===== src/verilog/swd_pkg.sv =====
// constants and types of the sleep-mode and watchdog block
package swd_pkg;

	// -----------------------------------------------------------------
	// cpu opcodes seen by the block
	// -----------------------------------------------------------------
	localparam logic [7:0]  OP_NOP      = 8'hFF;
	localparam logic [7:0]  OP_STOP     = 8'h6F;
	localparam logic [7:0]  OP_HALT     = 8'h7F;
	localparam logic [7:0]  OP_WDT      = 8'h5F;
	localparam logic [7:0]  OP_WDH      = 8'h4F;

	// -----------------------------------------------------------------
	// reset and watchdog timing
	// -----------------------------------------------------------------
	localparam logic [15:0] STOP_RCV_VEC   = 16'h000C;
	localparam int          WDT_XTAL_EXTRA = 18;
	localparam int          CW             = 24;
	localparam int          WDT_PERIOD_DEF = 65536;
	localparam int          POR_DELAY_DEF  = 1024;

	// -----------------------------------------------------------------
	// register map (byte addresses, one word each)
	// -----------------------------------------------------------------
	localparam int          AW         = 4;
	localparam int          DW         = 32;
	localparam logic [3:0]  REG_STATUS = 4'h0;
	localparam logic [3:0]  REG_EVT    = 4'h4;
	localparam logic [3:0]  REG_MASK   = 4'h8;
	localparam logic [3:0]  REG_WCNT   = 4'hC;

	// event bits, shared by event and mask registers
	localparam int          NEV        = 4;
	localparam int          EV_HALT    = 0;
	localparam int          EV_STOP    = 1;
	localparam int          EV_WDT     = 2;
	localparam int          EV_LVD     = 3;
	localparam logic [3:0]  MASK_RST   = 4'h0;

	// status bits
	localparam int          SB_HALT    = 0;
	localparam int          SB_STOP    = 1;
	localparam int          SB_RST     = 2;
	localparam int          SB_WEN     = 3;
	localparam int          SB_PERM    = 4;
	localparam int          SB_HWEN    = 5;

	// flag values after a refresh: {zero, sign, overflow}
	localparam logic [2:0]  FLAGS_WDT  = 3'h4;

	typedef enum logic [1:0] {ST_RUN, ST_HALT, ST_STOP, ST_RST} swd_state_t;
	typedef enum logic {RK_FULL, RK_STOP} swd_rkind_t;

endpackage : swd_pkg


===== src/verilog/swd_sync3.sv =====
// three-stage synchroniser with agreement filter for pin levels
`timescale 1ns/1ps
module swd_sync3 #(
	parameter logic RST_VAL = 1'b0
) (
	input  wire logic i_ref_clk,
	input  wire logic i_rst_n,
	input  wire logic i_async,
	output logic      o_sync
);
	logic s1_r;
	logic s2_r;
	logic s3_r;

	// shift chain; only the second and third stages are compared
	always_ff @(posedge i_ref_clk)
	begin
		if (!i_rst_n)
		begin
			s1_r   <= RST_VAL;
			s2_r   <= RST_VAL;
			s3_r   <= RST_VAL;
			o_sync <= RST_VAL;
		end
		else
		begin
			s1_r <= i_async;
			s2_r <= s1_r;
			s3_r <= s2_r;
			if (s2_r == s3_r)
				o_sync <= s3_r;
		end
	end
endmodule : swd_sync3


===== src/verilog/swd_counter.sv =====
// up counter with synchronous clear and count enable
`timescale 1ns/1ps
module swd_counter #(
	parameter int W = 24
) (
	input  wire logic         i_ref_clk,
	input  wire logic         i_rst_n,
	input  wire logic         i_clr,
	input  wire logic         i_en,
	output logic [W-1:0]      o_q
);
	// clear beats count so a refresh never loses to a tick
	always_ff @(posedge i_ref_clk)
	begin
		if (!i_rst_n || i_clr)
			o_q <= '0;
		else if (i_en)
			o_q <= o_q + W'(1);
	end
endmodule : swd_counter


===== src/verilog/swd_sleep_wdt.sv =====
// sleep control, stop recovery, watchdog and reset sequencer
`timescale 1ns/1ps
module swd_sleep_wdt
	import swd_pkg::*;
#(
	parameter int WDT_PERIOD_CYC = swd_pkg::WDT_PERIOD_DEF,
	parameter int POR_DELAY_CYC  = swd_pkg::POR_DELAY_DEF
) (
	input  wire logic                 i_ref_clk,
	input  wire logic                 i_rst_n,
	input  wire logic [swd_pkg::AW-1:0] i_avs_address,
	input  wire logic                 i_avs_read,
	input  wire logic                 i_avs_write,
	input  wire logic [swd_pkg::DW-1:0] i_avs_writedata,
	output logic      [swd_pkg::DW-1:0] o_avs_readdata,
	output logic                      o_avs_waitrequest,
	input  wire logic                 i_op_valid,
	input  wire logic [7:0]           i_opcode,
	input  wire logic                 i_irq_taken,
	input  wire logic                 i_stop_recovery_pin,
	input  wire logic                 i_below_auto_reset_threshold,
	input  wire logic                 i_perm_wdt_opt,
	output logic                      o_cpu_clk_en,
	output logic                      o_osc_en,
	output logic                      o_periph_clk_en,
	output logic                      o_sys_rst,
	output logic                      o_port_mode_rst,
	output logic                      o_vec_load,
	output logic      [15:0]          o_vec_addr,
	output logic                      o_flags_we,
	output logic      [2:0]           o_flags_zsv,
	output logic                      o_irq
);
	import swd_pkg::*;

	localparam logic [CW-1:0] WDT_LAST  = CW'(WDT_PERIOD_CYC - 1);
	localparam logic [CW-1:0] POR_LIM   = CW'(POR_DELAY_CYC);
	localparam logic [CW-1:0] WDT_RLIM  = CW'(POR_DELAY_CYC + WDT_XTAL_EXTRA);

	// -----------------------------------------------------------------
	// declarations
	// -----------------------------------------------------------------
	swd_state_t      state_r;
	swd_state_t      state_nxt;
	swd_rkind_t      rkind_r;
	logic [CW-1:0]   rst_lim_r;
	logic [CW-1:0]   rst_cnt;
	logic [CW-1:0]   wdt_cnt;
	logic            perm_r;
	logic            strap_done_r;
	logic            sw_en_r;
	logic            halt_en_r;
	logic            wdt_en;
	logic            wdt_run;
	logic            wdt_clr;
	logic            wdt_to;
	logic            rst_last;
	logic            pin_s;
	logic            lvd_s;
	logic            lvd_d_r;
	logic            op_ok;
	logic            op_wdt;
	logic            op_wdh;
	logic            ack_r;
	logic            bus_req;
	logic            wr_fire;
	logic [NEV-1:0]  evt_r;
	logic [NEV-1:0]  mask_r;
	logic [NEV-1:0]  ev_set;
	logic [DW-1:0]   rd_mux;

	// -----------------------------------------------------------------
	// pin synchronisers
	// -----------------------------------------------------------------
	// the pad input buffer is sampled, so output mode does not mask it
	swd_sync3 #(
		.RST_VAL (1'b1)
	) u_pin_sync (
		.i_ref_clk (i_ref_clk),
		.i_rst_n   (i_rst_n),
		.i_async   (i_stop_recovery_pin),
		.o_sync    (pin_s)
	);

	swd_sync3 #(
		.RST_VAL (1'b0)
	) u_lvd_sync (
		.i_ref_clk (i_ref_clk),
		.i_rst_n   (i_rst_n),
		.i_async   (i_below_auto_reset_threshold),
		.o_sync    (lvd_s)
	);

	// -----------------------------------------------------------------
	// opcode decode and permanent option strap
	// -----------------------------------------------------------------
	// opcodes count only while the cpu actually runs; the caller is
	// trusted to flush the pipeline with a no-op first
	assign op_ok  = i_op_valid && (state_r == ST_RUN);
	assign op_wdt = op_ok && (i_opcode == OP_WDT);
	assign op_wdh = op_ok && (i_opcode == OP_WDH);

	// strap caught once, on the first clock after reset release
	always_ff @(posedge i_ref_clk)
	begin
		if (!i_rst_n)
		begin
			perm_r       <= 1'b0;
			strap_done_r <= 1'b0;
		end
		else if (!strap_done_r)
		begin
			perm_r       <= i_perm_wdt_opt;
			strap_done_r <= 1'b1;
		end
	end

	// -----------------------------------------------------------------
	// watchdog enables
	// -----------------------------------------------------------------
	// software enable survives everything but an external or internal reset
	always_ff @(posedge i_ref_clk)
	begin
		if (!i_rst_n || state_r == ST_RST)
			sw_en_r <= 1'b0;
		else if (op_wdt)
			sw_en_r <= 1'b1;
	end

	// halt run permission needs an already enabled watchdog
	always_ff @(posedge i_ref_clk)
	begin
		if (!i_rst_n || state_r == ST_RST)
			halt_en_r <= 1'b0;
		else if (op_wdh && wdt_en)
			halt_en_r <= 1'b1;
	end

	assign wdt_en = sw_en_r || perm_r;

	// counting window per mode; permanent mode ignores sleep
	always_comb
	begin
		unique case (state_r)
			ST_RUN:  wdt_run = wdt_en;
			ST_HALT: wdt_run = wdt_en && (perm_r || halt_en_r);
			ST_STOP: wdt_run = perm_r;
			ST_RST:  wdt_run = 1'b0;
		endcase
	end

	// refresh clears; the first refresh also starts from zero
	assign wdt_clr = (state_r == ST_RST) || op_wdt;
	assign wdt_to  = wdt_run && !op_wdt && (wdt_cnt == WDT_LAST);

	swd_counter #(
		.W (CW)
	) u_wdt_cnt (
		.i_ref_clk (i_ref_clk),
		.i_rst_n   (i_rst_n),
		.i_clr     (wdt_clr),
		.i_en      (wdt_run),
		.o_q       (wdt_cnt)
	);

	// -----------------------------------------------------------------
	// reset length counter
	// -----------------------------------------------------------------
	// held at zero while the supply is low, so the delay starts at recovery
	swd_counter #(
		.W (CW)
	) u_rst_cnt (
		.i_ref_clk (i_ref_clk),
		.i_rst_n   (i_rst_n),
		.i_clr     ((state_r != ST_RST) || lvd_s),
		.i_en      (state_r == ST_RST),
		.o_q       (rst_cnt)
	);

	assign rst_last = (rst_cnt == rst_lim_r - CW'(1));

	// -----------------------------------------------------------------
	// mode sequencer
	// -----------------------------------------------------------------
	// supply loss outranks everything, then watchdog timeout
	always_comb
	begin
		state_nxt = state_r;
		if (lvd_s)
			state_nxt = ST_RST;
		else if (wdt_to)
			state_nxt = ST_RST;
		else
		begin
			unique case (state_r)
				ST_RUN:
				begin
					if (op_ok && i_opcode == OP_HALT)
						state_nxt = ST_HALT;
					else if (op_ok && i_opcode == OP_STOP)
						state_nxt = ST_STOP;
				end
				ST_HALT:
				begin
					if (i_irq_taken)
						state_nxt = ST_RUN;
				end
				ST_STOP:
				begin
					if (!pin_s)
						state_nxt = ST_RST;
				end
				ST_RST:
				begin
					if (rst_last)
						state_nxt = ST_RUN;
				end
			endcase
		end
	end

	always_ff @(posedge i_ref_clk)
	begin
		if (!i_rst_n)
			state_r <= ST_RST;
		else
			state_r <= state_nxt;
	end

	// reset kind and length chosen on entry; stop recovery spares ports
	always_ff @(posedge i_ref_clk)
	begin
		if (!i_rst_n)
		begin
			rkind_r   <= RK_FULL;
			rst_lim_r <= POR_LIM;
		end
		else if (lvd_s)
		begin
			rkind_r   <= RK_FULL;
			rst_lim_r <= POR_LIM;
		end
		else if (wdt_to)
		begin
			rkind_r   <= RK_FULL;
			rst_lim_r <= WDT_RLIM;
		end
		else if (state_r == ST_STOP && !pin_s)
		begin
			rkind_r   <= RK_STOP;
			rst_lim_r <= POR_LIM;
		end
	end

	// -----------------------------------------------------------------
	// clock gates and reset outputs
	// -----------------------------------------------------------------
	assign o_cpu_clk_en    = (state_r == ST_RUN);
	assign o_osc_en        = (state_r != ST_STOP);
	assign o_periph_clk_en = (state_r == ST_RUN) || (state_r == ST_HALT);
	assign o_sys_rst       = (state_r == ST_RST);
	assign o_port_mode_rst = (state_r == ST_RST) && (rkind_r == RK_FULL);
	assign o_vec_addr      = STOP_RCV_VEC;

	// vector load pulses in the first run cycle after a stop recovery
	always_ff @(posedge i_ref_clk)
	begin
		if (!i_rst_n)
			o_vec_load <= 1'b0;
		else
			o_vec_load <= (state_r == ST_RST) && (state_nxt == ST_RUN)
				&& (rkind_r == RK_STOP);
	end

	// flag update pulse after each refresh opcode
	always_ff @(posedge i_ref_clk)
	begin
		if (!i_rst_n)
		begin
			o_flags_we  <= 1'b0;
			o_flags_zsv <= '0;
		end
		else
		begin
			o_flags_we  <= op_wdt;
			o_flags_zsv <= op_wdt ? FLAGS_WDT : '0;
		end
	end

	// -----------------------------------------------------------------
	// events and interrupt
	// -----------------------------------------------------------------
	always_ff @(posedge i_ref_clk)
	begin
		if (!i_rst_n)
			lvd_d_r <= 1'b0;
		else
			lvd_d_r <= lvd_s;
	end

	always_comb
	begin
		ev_set          = '0;
		ev_set[EV_HALT] = (state_r == ST_HALT) && (state_nxt == ST_RUN);
		ev_set[EV_STOP] = (state_r == ST_STOP) && !pin_s && !lvd_s && !wdt_to;
		ev_set[EV_WDT]  = wdt_to && !lvd_s;
		ev_set[EV_LVD]  = lvd_s && !lvd_d_r;
	end

	// write one to clear; a new event in the same cycle wins
	always_ff @(posedge i_ref_clk)
	begin
		if (!i_rst_n)
			evt_r <= '0;
		else if (wr_fire && i_avs_address == REG_EVT)
			evt_r <= (evt_r & ~i_avs_writedata[NEV-1:0]) | ev_set;
		else
			evt_r <= evt_r | ev_set;
	end

	always_ff @(posedge i_ref_clk)
	begin
		if (!i_rst_n)
			mask_r <= MASK_RST;
		else if (wr_fire && i_avs_address == REG_MASK)
			mask_r <= i_avs_writedata[NEV-1:0];
	end

	assign o_irq = |(evt_r & mask_r);

	// -----------------------------------------------------------------
	// avalon slave: one wait state per access
	// -----------------------------------------------------------------
	assign bus_req           = i_avs_read || i_avs_write;
	assign o_avs_waitrequest = bus_req && !ack_r;
	assign wr_fire           = i_avs_write && ack_r;

	always_ff @(posedge i_ref_clk)
	begin
		if (!i_rst_n)
			ack_r <= 1'b0;
		else
			ack_r <= bus_req && !ack_r;
	end

	// unmapped or misaligned addresses read zero
	always_comb
	begin
		rd_mux = '0;
		unique case (i_avs_address)
			REG_STATUS:
			begin
				rd_mux[SB_HALT] = (state_r == ST_HALT);
				rd_mux[SB_STOP] = (state_r == ST_STOP);
				rd_mux[SB_RST]  = (state_r == ST_RST);
				rd_mux[SB_WEN]  = wdt_en;
				rd_mux[SB_PERM] = perm_r;
				rd_mux[SB_HWEN] = halt_en_r;
			end
			REG_EVT:  rd_mux[NEV-1:0] = evt_r;
			REG_MASK: rd_mux[NEV-1:0] = mask_r;
			REG_WCNT: rd_mux[CW-1:0]  = wdt_cnt;
			default:  rd_mux = '0;
		endcase
	end

	always_ff @(posedge i_ref_clk)
	begin
		if (!i_rst_n)
			o_avs_readdata <= '0;
		else if (i_avs_read && !ack_r)
			o_avs_readdata <= rd_mux;
	end

	// -----------------------------------------------------------------
	// assertions
	// -----------------------------------------------------------------
	property p_halt_clk;
		@(posedge i_ref_clk) disable iff (!i_rst_n)
		(state_r == ST_HALT) |-> (!o_cpu_clk_en && o_osc_en && o_periph_clk_en);
	endproperty
	a_halt_clk: assert property (p_halt_clk) else $error("halt clock gating wrong");

	property p_halt_exit;
		@(posedge i_ref_clk) disable iff (!i_rst_n)
		(state_r == ST_HALT && !lvd_s && !wdt_to)
			|=> ($past(i_irq_taken) ? state_r == ST_RUN : state_r == ST_HALT);
	endproperty
	a_halt_exit: assert property (p_halt_exit) else $error("halt exit wrong");

	property p_stop_osc;
		@(posedge i_ref_clk) disable iff (!i_rst_n)
		(state_r == ST_STOP) |-> (!o_osc_en && !o_cpu_clk_en && !o_periph_clk_en);
	endproperty
	a_stop_osc: assert property (p_stop_osc) else $error("stop left a clock on");

	property p_stop_wake;
		@(posedge i_ref_clk) disable iff (!i_rst_n)
		(state_r == ST_STOP && !pin_s && !lvd_s && !wdt_to)
			|=> (o_sys_rst && !o_port_mode_rst);
	endproperty
	a_stop_wake: assert property (p_stop_wake) else $error("stop recovery wrong");

	property p_vec;
		@(posedge i_ref_clk) disable iff (!i_rst_n)
		($fell(o_sys_rst) && rkind_r == RK_STOP)
			|-> (o_vec_load && o_vec_addr == STOP_RCV_VEC) ##1 !o_vec_load;
	endproperty
	a_vec: assert property (p_vec) else $error("recovery vector missing");

	property p_port_keep;
		@(posedge i_ref_clk) disable iff (!i_rst_n)
		(o_sys_rst && !$past(lvd_s) && (($past(state_r) == ST_STOP && !$past(wdt_to))
			|| ($past(o_sys_rst) && !$past(o_port_mode_rst)))) |-> !o_port_mode_rst;
	endproperty
	a_port_keep: assert property (p_port_keep) else $error("port modes reset");

	property p_wdt_stay;
		@(posedge i_ref_clk) disable iff (!i_rst_n)
		(wdt_en && state_nxt != ST_RST) |=> wdt_en;
	endproperty
	a_wdt_stay: assert property (p_wdt_stay) else $error("watchdog stopped");

	property p_wdt_clear;
		@(posedge i_ref_clk) disable iff (!i_rst_n)
		op_wdt |=> (wdt_cnt == '0 && wdt_en);
	endproperty
	a_wdt_clear: assert property (p_wdt_clear) else $error("refresh missed");

	property p_wdt_to;
		@(posedge i_ref_clk) disable iff (!i_rst_n)
		(wdt_run && wdt_cnt == WDT_LAST && !op_wdt) |=> o_sys_rst && o_port_mode_rst;
	endproperty
	a_wdt_to: assert property (p_wdt_to) else $error("no timeout reset");

	property p_flags;
		@(posedge i_ref_clk) disable iff (!i_rst_n)
		op_wdt |=> (o_flags_we && o_flags_zsv == FLAGS_WDT) ##1 !o_flags_we;
	endproperty
	a_flags: assert property (p_flags) else $error("refresh flags wrong");

	property p_rst_len;
		@(posedge i_ref_clk) disable iff (!i_rst_n)
		$fell(o_sys_rst) |-> $past(rst_last);
	endproperty
	a_rst_len: assert property (p_rst_len) else $error("reset length wrong");

	property p_stop_hold;
		@(posedge i_ref_clk) disable iff (!i_rst_n)
		(state_r == ST_STOP && !perm_r) |=> $stable(wdt_cnt);
	endproperty
	a_stop_hold: assert property (p_stop_hold) else $error("counted in stop");

	property p_halt_hold;
		@(posedge i_ref_clk) disable iff (!i_rst_n)
		(state_r == ST_HALT && !perm_r && !halt_en_r) |=> $stable(wdt_cnt);
	endproperty
	a_halt_hold: assert property (p_halt_hold) else $error("counted in halt");

	property p_wdh_noop;
		@(posedge i_ref_clk) disable iff (!i_rst_n)
		(op_wdh && !wdt_en && !halt_en_r) |=> !halt_en_r;
	endproperty
	a_wdh_noop: assert property (p_wdh_noop) else $error("halt enable leaked");

	property p_perm;
		@(posedge i_ref_clk) disable iff (!i_rst_n)
		(perm_r && state_r != ST_RST) |-> (wdt_run && wdt_en);
	endproperty
	a_perm: assert property (p_perm) else $error("permanent watchdog idle");

	property p_lvd;
		@(posedge i_ref_clk) disable iff (!i_rst_n)
		lvd_s |=> (o_sys_rst && o_port_mode_rst && rst_cnt == '0);
	endproperty
	a_lvd: assert property (p_lvd) else $error("low supply without reset");

	c_halt_wake: cover property (@(posedge i_ref_clk) disable iff (!i_rst_n)
		state_r == ST_HALT ##1 state_r == ST_RUN);
	c_stop_rcv:  cover property (@(posedge i_ref_clk) disable iff (!i_rst_n)
		o_vec_load);
	c_wdt_to:    cover property (@(posedge i_ref_clk) disable iff (!i_rst_n)
		wdt_to);
	c_irq:       cover property (@(posedge i_ref_clk) disable iff (!i_rst_n)
		o_irq);

endmodule : swd_sleep_wdt


===== config.mk =====
export PLATFORM = sky130hd
export DESIGN_NAME = swd_sleep_wdt
export DESIGN_NICKNAME = d
export VERILOG_FILES = /design/src/verilog/swd_pkg.sv /design/src/verilog/swd_sync3.sv /design/src/verilog/swd_counter.sv /design/src/verilog/swd_sleep_wdt.sv
export SDC_FILE = /design/constraint.sdc
export NUM_CORES = 1
export LEC_CHECK = 0
export BUFFER_PORTS_ARGS = -buffer_cell sky130_fd_sc_hd__buf_2
export CAP_MARGIN = 0
export CELL_PAD_IN_SITES_DETAIL_PLACEMENT = 0
export CELL_PAD_IN_SITES_GLOBAL_PLACEMENT = 1
export CORE_UTILIZATION = 41
export CTS_CLUSTER_DIAMETER = 60
export CTS_CLUSTER_SIZE = 40
export DETAILED_ROUTE_END_ITERATION = 10
export GPL_TIMING_DRIVEN = 0
export PLACE_DENSITY_LB_ADDON = 0.1
export SLEW_MARGIN = 15
export SYNTH_ARGS = -nofsm -noshare
export SYNTH_HDL_FRONTEND = slang
export SYNTH_HIERARCHICAL = 1
export SYNTH_SLANG_ARGS = --single-unit

===== constraint.sdc =====
create_clock -name i_ref_clk -period 2.2 [get_ports i_ref_clk]
set_input_delay 0.44 -clock i_ref_clk [delete_from_list [all_inputs] [get_ports i_ref_clk]]
set_output_delay 0.44 -clock i_ref_clk [all_outputs]
set_load 0.05 [all_outputs]

==> results of run 1 <==
timing repair:
action,CTS,global route
hold buffers,0,0
pin swaps,1,2
endpoints found under the setup margin,16,14
gates resized for setup,6,5
setup buffers,0,1
per-layer routing:
metal	vias up	wire, µm	global-route usage, %
li1	2048	-	-
met2	96	5440	31.7
met1	1866	5320	24.8
met4	0	196	5.95
met3	13	442	4.05
met5	-	0	0
path summary, 6_finish.rpt:
check                       from                 to  cells after the start  slack (ns)
max                   state_r[1]  u_wdt_cnt/o_q[20]                      7        0.12
min          i_stop_recovery_pin    u_pin_sync/s1_r                      2        0.28
max reg2reg           state_r[1]  u_wdt_cnt/o_q[20]                      7        0.12
min reg2reg      u_pin_sync/s1_r    u_pin_sync/s2_r                      1        0.43
cell families after synthesis:
logic type      share of synthesized area (%)
compound gates                           13.7
xor+xnor                                 3.94
fa+ha+maj                               0.511
buf+inv                                  7.57
flops                                    40.9
mux                                      3.27
other cells                             0.154
simple gates                             29.9
synth_stat cells, types with 5 or more instances:
library cell  instances  area (µm²)
buf_2                 5        25.0
nand2_1              23        86.3
and3_1                7        43.8
nand2b_1             13        81.3
and4_1                6        52.6
and2_1               10        62.6
nand3_1              13        65.1
inv_1                 9        33.8
buf_4                32         240
clkbuf_1             13        48.8
o31ai_1               6        45.0
a22oi_1              26         195
nor2b_1              36         225
xnor2_1               8        70.1
xor2_1               14         123
or4_1                 8        60.1
nor4_1                7        43.8
a21oi_1              22         110
o21ai_0              12        60.1
dfxtp_1             100        2000
or3_1                 9        56.3
mux2i_1               7        70.1
nor2_1               34         128
nand4_1              25         156
worst max-delay path: cells and delay by family (launching register included):
family | cells | cell delay [ns]
buf+inv | 1 | 0.16
flops | 1 | 0.38
compound gates | 3 | 0.55
simple gates | 3 | 0.91
flip-flops by register name, indices dropped and copies added, names as in the netlist, 2 cells and up:
signal,flops
mask_r,4
o_avs_readdata,24
evt_r,4
u_wdt_cnt/o_q,24
state_r,2
u_rst_cnt/o_q,24
final cells by class:
cell class,count,share of cell area [%]
well taps,143,3.09
flip-flops and latches,100,34.7
multi-input cells,385,45.2
repair buffers,57,4.96
clock buffers,13,4.83
plain buffers,52,5.87
clock inverters,3,0.734
inverters,9,0.647
through the flow:
step	setup slack, ns	setup TNS, ns	utilization, %	total power (W)
after floorplan	0.0302	0	-	0.00209
after global placement	-0.109	-0.799	47.3	0.00215
after detailed placement	-0.158	-1.18	47.3	0.00215
after CTS	0.000851	0	50.2	0.00383
after global routing	0.0163	0	50.4	0.00393
final	0.122	0	50.4	0.00378
report_power, final:
| part | switching (W) | internal [W] | total [W] | leakage, nW |
|---|---|---|---|---|
| registers | 0.0000150 | 0.00182 | 0.00184 | 0.808 |
| clock network | 0.000668 | 0.00100 | 0.00167 | 0.158 |
| logic | 0.000183 | 0.0000902 | 0.000274 | 1.26 |
| total | 0.000866 | 0.00292 | 0.00378 | 2.22 |
==> results.toml, run 1 <==
[logic_synthesis]
synth_cell_types = 66
synth_edf_count = 0
synthCells = 522
ys_ff_latch = 100
ys.warnings.count = 6
netlist_area_um2 = 4890
avgSynthCellArea_um2 = 9.37
yosysSeqAreaShare_pct = 40.9
async_flop_share_pct = 0
ys.flop_type = "dfxtp_1"

[timing]
tightest_slew_ns = 0.545
finalCritPeriodShare_pct = 94.4
slew_violations = 0
setup_violations = 0
relSlewSlack_pct = 63.7
hold_slack_ns = 0.282
period_needed_ns = 2.08
rsz0062_at_grt = "no"
hold_viol = 0
finalClockSkew_ns = 0.00443
fmaxAchievable_mhz = 481

[floorplanning]
fp.dieH_um = 111
start_util_pct = 42.5
die_w_um = 111
die_area_um2 = 12400
num_rows = 39
boundaryPins = 113
core_area_um2 = 11500

[finish]
regArea_um2 = 2010
final_common_cell = "dfxtp_1"
area_growth_pct = 18.5
final_area_um2 = 5800
fin_nets = 669
drive_above_1_share_pct = 24.1
multi_input_area_um2 = 2620
instances_no_fill = 762
antenna_cells = 0
fillers = 1099
mostFrequentLayoutCells = "dfxtp_1 (97), buf_2 (61), nor2b_1 (35), nor2_1 (33), buf_4 (32)"

[cts]
cts_tree = "done"
cts_buffer_depth = 2
path_clk_slew_ns = 0.06
ctsHtreeMaxLevel = 3
root_buffer = "clkbuf_16"
clk_latency_ns = 0.34
cts_buffers = 9
clock-sinks = 100

[critical_path]
cpPeakStageDelay_ns = 0.49
cp-end-kind = "flop"
arrival_ns = 2.35
startpoint_type = "flop"
crit_fanout = 8
cpMaxStageDelayCell = "or4_4"
critical_path_class = "reg2reg"
crit_chain = "o21bai_1 > a2bb2oi_4 > buf_6 > nand4_4 > or4_4 > or3_1 > a21oi_1"
cp.required_ns = 2.47

[placed_design]
portBuffers = 56
placed_area_um2 = 5450
gp_congestion = 0.815
dpl.cell_count = 745
hpwlAfterDp_mm = 8.26

[grt]
track_usage_pct = 19.1
grt_max_degree = 18
antenna_found_initial = 0
grt_pass1_wl_mm = 19.0
grt_pass1_vias = 3794
grt_overflow = 0

[outcome]
violations = "design-rule violations"
status = "finished, violations left"

[drt]
route.detailed.drc = 14
via_count = 4023
dr.pass1.iters = 7
via_per_inst = 5.28
post_drt_wl_per_cell_um = 15.0
wirelength_mm = 11.4
ant_nets = 0
first_iter_violations = 201

[power_and_ir_drop]
power.density_nw_per_um2 = 652
p_leak_nw = 2.22
irDropWorstVdd_v = 0.000344

[hold_path]
hp-class = "in2reg"

[flow_run]
maxCapViolCount = 0
Power figures use the tool's default switching activity.
==> run 2, diff against run 1 <==
- ABC_AREA: unset -> 1
- CORE_MARGIN: unset -> 2
- CORE_UTILIZATION: 41 -> 38
- HOLD_SLACK_MARGIN: unset -> 0.15
==> run 2 against run 1 <==
- the flow now finishes without violations
- clock power about the same
- via count rose by 19%
- combinational power is 53% higher
- synthesized area rose by 6.0%
- worst hold slack got worse by 0.023 ns
- critical path depth decreased by 4
- flip-flop and latch count did not move
- critical endpoint is now o_sys_rst
- largest cell class unchanged
==> results.toml, run 2 <==
[critical_path]
startpoint_type = "flop"
crit_fanout = 11
r2r_slack_ns = 0.28
critical_path_class = "reg2out"
rr_endpoint = "u_wdt_cnt/o_q[4]"
worst-r2r-cell-count = 11
arrival_ns = 1.58
cp-end-kind = "primary output"
r2r_start = "state_r[0]"
cp.required_ns = 1.76

[finish]
fin_nets = 910
final_util_pct = 45.9
drive_above_1_share_pct = 19.0
final_common_cell = "nand2_1"
regArea_um2 = 2000
final_area_um2 = 6110
fillers = 1402
reg_top3 = "o_avs_readdata: 24 flops, u_rst_cnt/o_q: 24 flops, u_wdt_cnt/o_q: 24 flops"
multi_input_area_um2 = 2650
antenna_cells = 0
area_growth_pct = 17.7
instances_no_fill = 1036
mostFrequentLayoutCells = "nand2_1 (182), nor2_1 (107), dfxtp_1 (100), inv_1 (90), a21oi_1 (64)"

[logic_synthesis]
synth_top_area_share_pct = 38.6
yosys.area.top_type = "dfxtp_1"
async_flop_share_pct = 0
yosys-top-cells-count = "nand2_1 (182), nor2_1 (107), dfxtp_1 (100)"
ys.flop_type = "dfxtp_1"
synthCells = 762
netlist_top_cells_area = "dfxtp_1 (39%), nand2_1 (13%), nor2_1 (7.7%), inv_1 (6.6%), a21oi_1 (6.2%)"
netlist_area_um2 = 5190
ys.warnings.count = 6
yosysSeqAreaShare_pct = 38.6
yosysMostFrequentCell = "nand2_1"
ys_ff_latch = 100
synth_cell_types = 34
avgSynthCellArea_um2 = 6.81
synth_edf_count = 0

[placed_design]
dpl.cell_count = 1020
placed_area_um2 = 5790
hpwlAfterDp_mm = 9.67
gp_congestion = 0.887
portBuffers = 58

[cts]
cts_buffer_depth = 2
cts_setup_buffers = 0
ctsHtreeMaxLevel = 3
cts_hold_buffers = 0
cts_tree = "done"
clock-sinks = 100
path_clk_slew_ns = 0.07
ctsResizeCount = 0
root_buffer = "clkbuf_16"
clk_latency_ns = 0.36
cts_buffers = 9

[timing]
period_needed_ns = 2.02
slew_violations = 0
finalCritPeriodShare_pct = 91.9
tightest_slew_ns = 0.529
setup_tns_ns = 0
hold_slack_ns = 0.259
finalClockSkew_ns = 0.00662
setup_violations = 0
rsz0062_at_grt = "no"
hold_viol = 0
relSlewSlack_pct = 64.8
fmaxAchievable_mhz = 494

[floorplanning]
core_area_um2 = 13300
die_w_um = 121
boundaryPins = 113
die_area_um2 = 14600
fp.dieH_um = 121
num_rows = 42
start_util_pct = 39.0

[drt]
wirelength_mm = 12.5
first_iter_violations = 218
via_count = 4781
post_drt_wl_per_cell_um = 12.1
via_per_inst = 4.61
route.detailed.drc = 0
dr.pass1.iters = 4
ant_nets = 0

[grt]
grt_max_degree = 19
grt_overflow = 0
grt_pass1_wl_mm = 20.7
grt_pass1_vias = 4368
track_usage_pct = 17.8
antenna_found_initial = 0

[power_and_ir_drop]
power_switching_share_pct = 27.9
clockPowerShare_pct = 42.2
irDropWorstVdd_v = 0.000504
seqPwrFrac_pct = 47.2
internal_power_w = 0.00286
power.density_nw_per_um2 = 649
p_leak_nw = 2.67
p_comb_share_pct = 10.6
switchingPower_w = 0.00110

[hold_path]
min_to = "u_lvd_sync/s1_r"
hp-class = "in2reg"
hold_depth = 3
holdCritStartpoint = "i_below_auto_reset_threshold"

[flow_run]
maxCapViolCount = 0

[outcome]
status = "finished, final reports clean"
==> run 2: worst max-delay path, cell delays in order (launching register included) <==
cell	delay, ns
dfxtp_1	0.45
nand2_1	0.24
clkinvlp_4	0.24
buf_2	0.29
==> run 2: layer usage <==
metal	up-vias	wire length [µm]	part of all wire (%)	global-route usage (%)
li1	2554	-	-	-
met3	11	586	4.7	5.09
met4	0	154	1.2	4.87
met2	77	5480	44	27.5
met1	2139	6300	50	24.1
met5	-	0	0	0
==> run 2: how the worst max path moves through the flow <==
stage	to	start	slack, ns	cells after the start
floorplan	u_rst_cnt/o_q[18]	state_r[0]	0.27	9
global placement	u_wdt_cnt/o_q[2]	i_opcode[6]	0.10	11
detailed placement	u_wdt_cnt/o_q[2]	i_opcode[6]	0.07	11
CTS	o_sys_rst	state_r[0]	0.06	3
global route	o_sys_rst	state_r[0]	0.04	3
finish	o_sys_rst	state_r[0]	0.18	3
==> run 2: layout make-up <==
| cell class | count | share of cell area (%) |
|---|---|---|
| clock inverters | 7 | 1.35 |
| flip-flops and latches | 100 | 32.8 |
| plain buffers | 38 | 4.14 |
| clock buffers | 9 | 3.69 |
| multi-input cells | 548 | 43.4 |
| inverters | 100 | 6.25 |
| repair buffers | 58 | 4.75 |
| well taps | 176 | 3.61 |
==> run 2: kinds of logic (layout without fill, tap and decap cells) <==
logic type | Yosys count | count (layout) | share of synthesized area [%]
other | 2 | 26 | 0.145
xor gates and xnor gates | 4 | 4 | 0.675
AOI/OAI and AO/OA | 123 | 123 | 12.7
DFF | 100 | 100 | 38.6
and+or+nand+nor | 393 | 393 | 35.3
adders and majority gates | 2 | 2 | 0.482
buffers and inverters | 138 | 212 | 12.1
==> run 2: metrics by stage <==
stage | total power [W] | setup slack (ns)
finish | 0.00396 | 0.177
global route | 0.00413 | 0.0369
CTS | 0.00401 | 0.0597
detailed placement | 0.00233 | 0.0732
global placement | 0.00233 | 0.101
floorplan | 0.00224 | 0.273
==> run 2: power by group through the flow <==
stage	logic, W	clock network (W)	registers (W)
after global routing	0.000454	0.00181	0.00187
after floorplan	0.000242	0	0.00200
final	0.000420	0.00167	0.00187
after detailed placement	0.000420	0	0.00191
after global placement	0.000418	0	0.00191
after CTS	0.000421	0.00172	0.00187
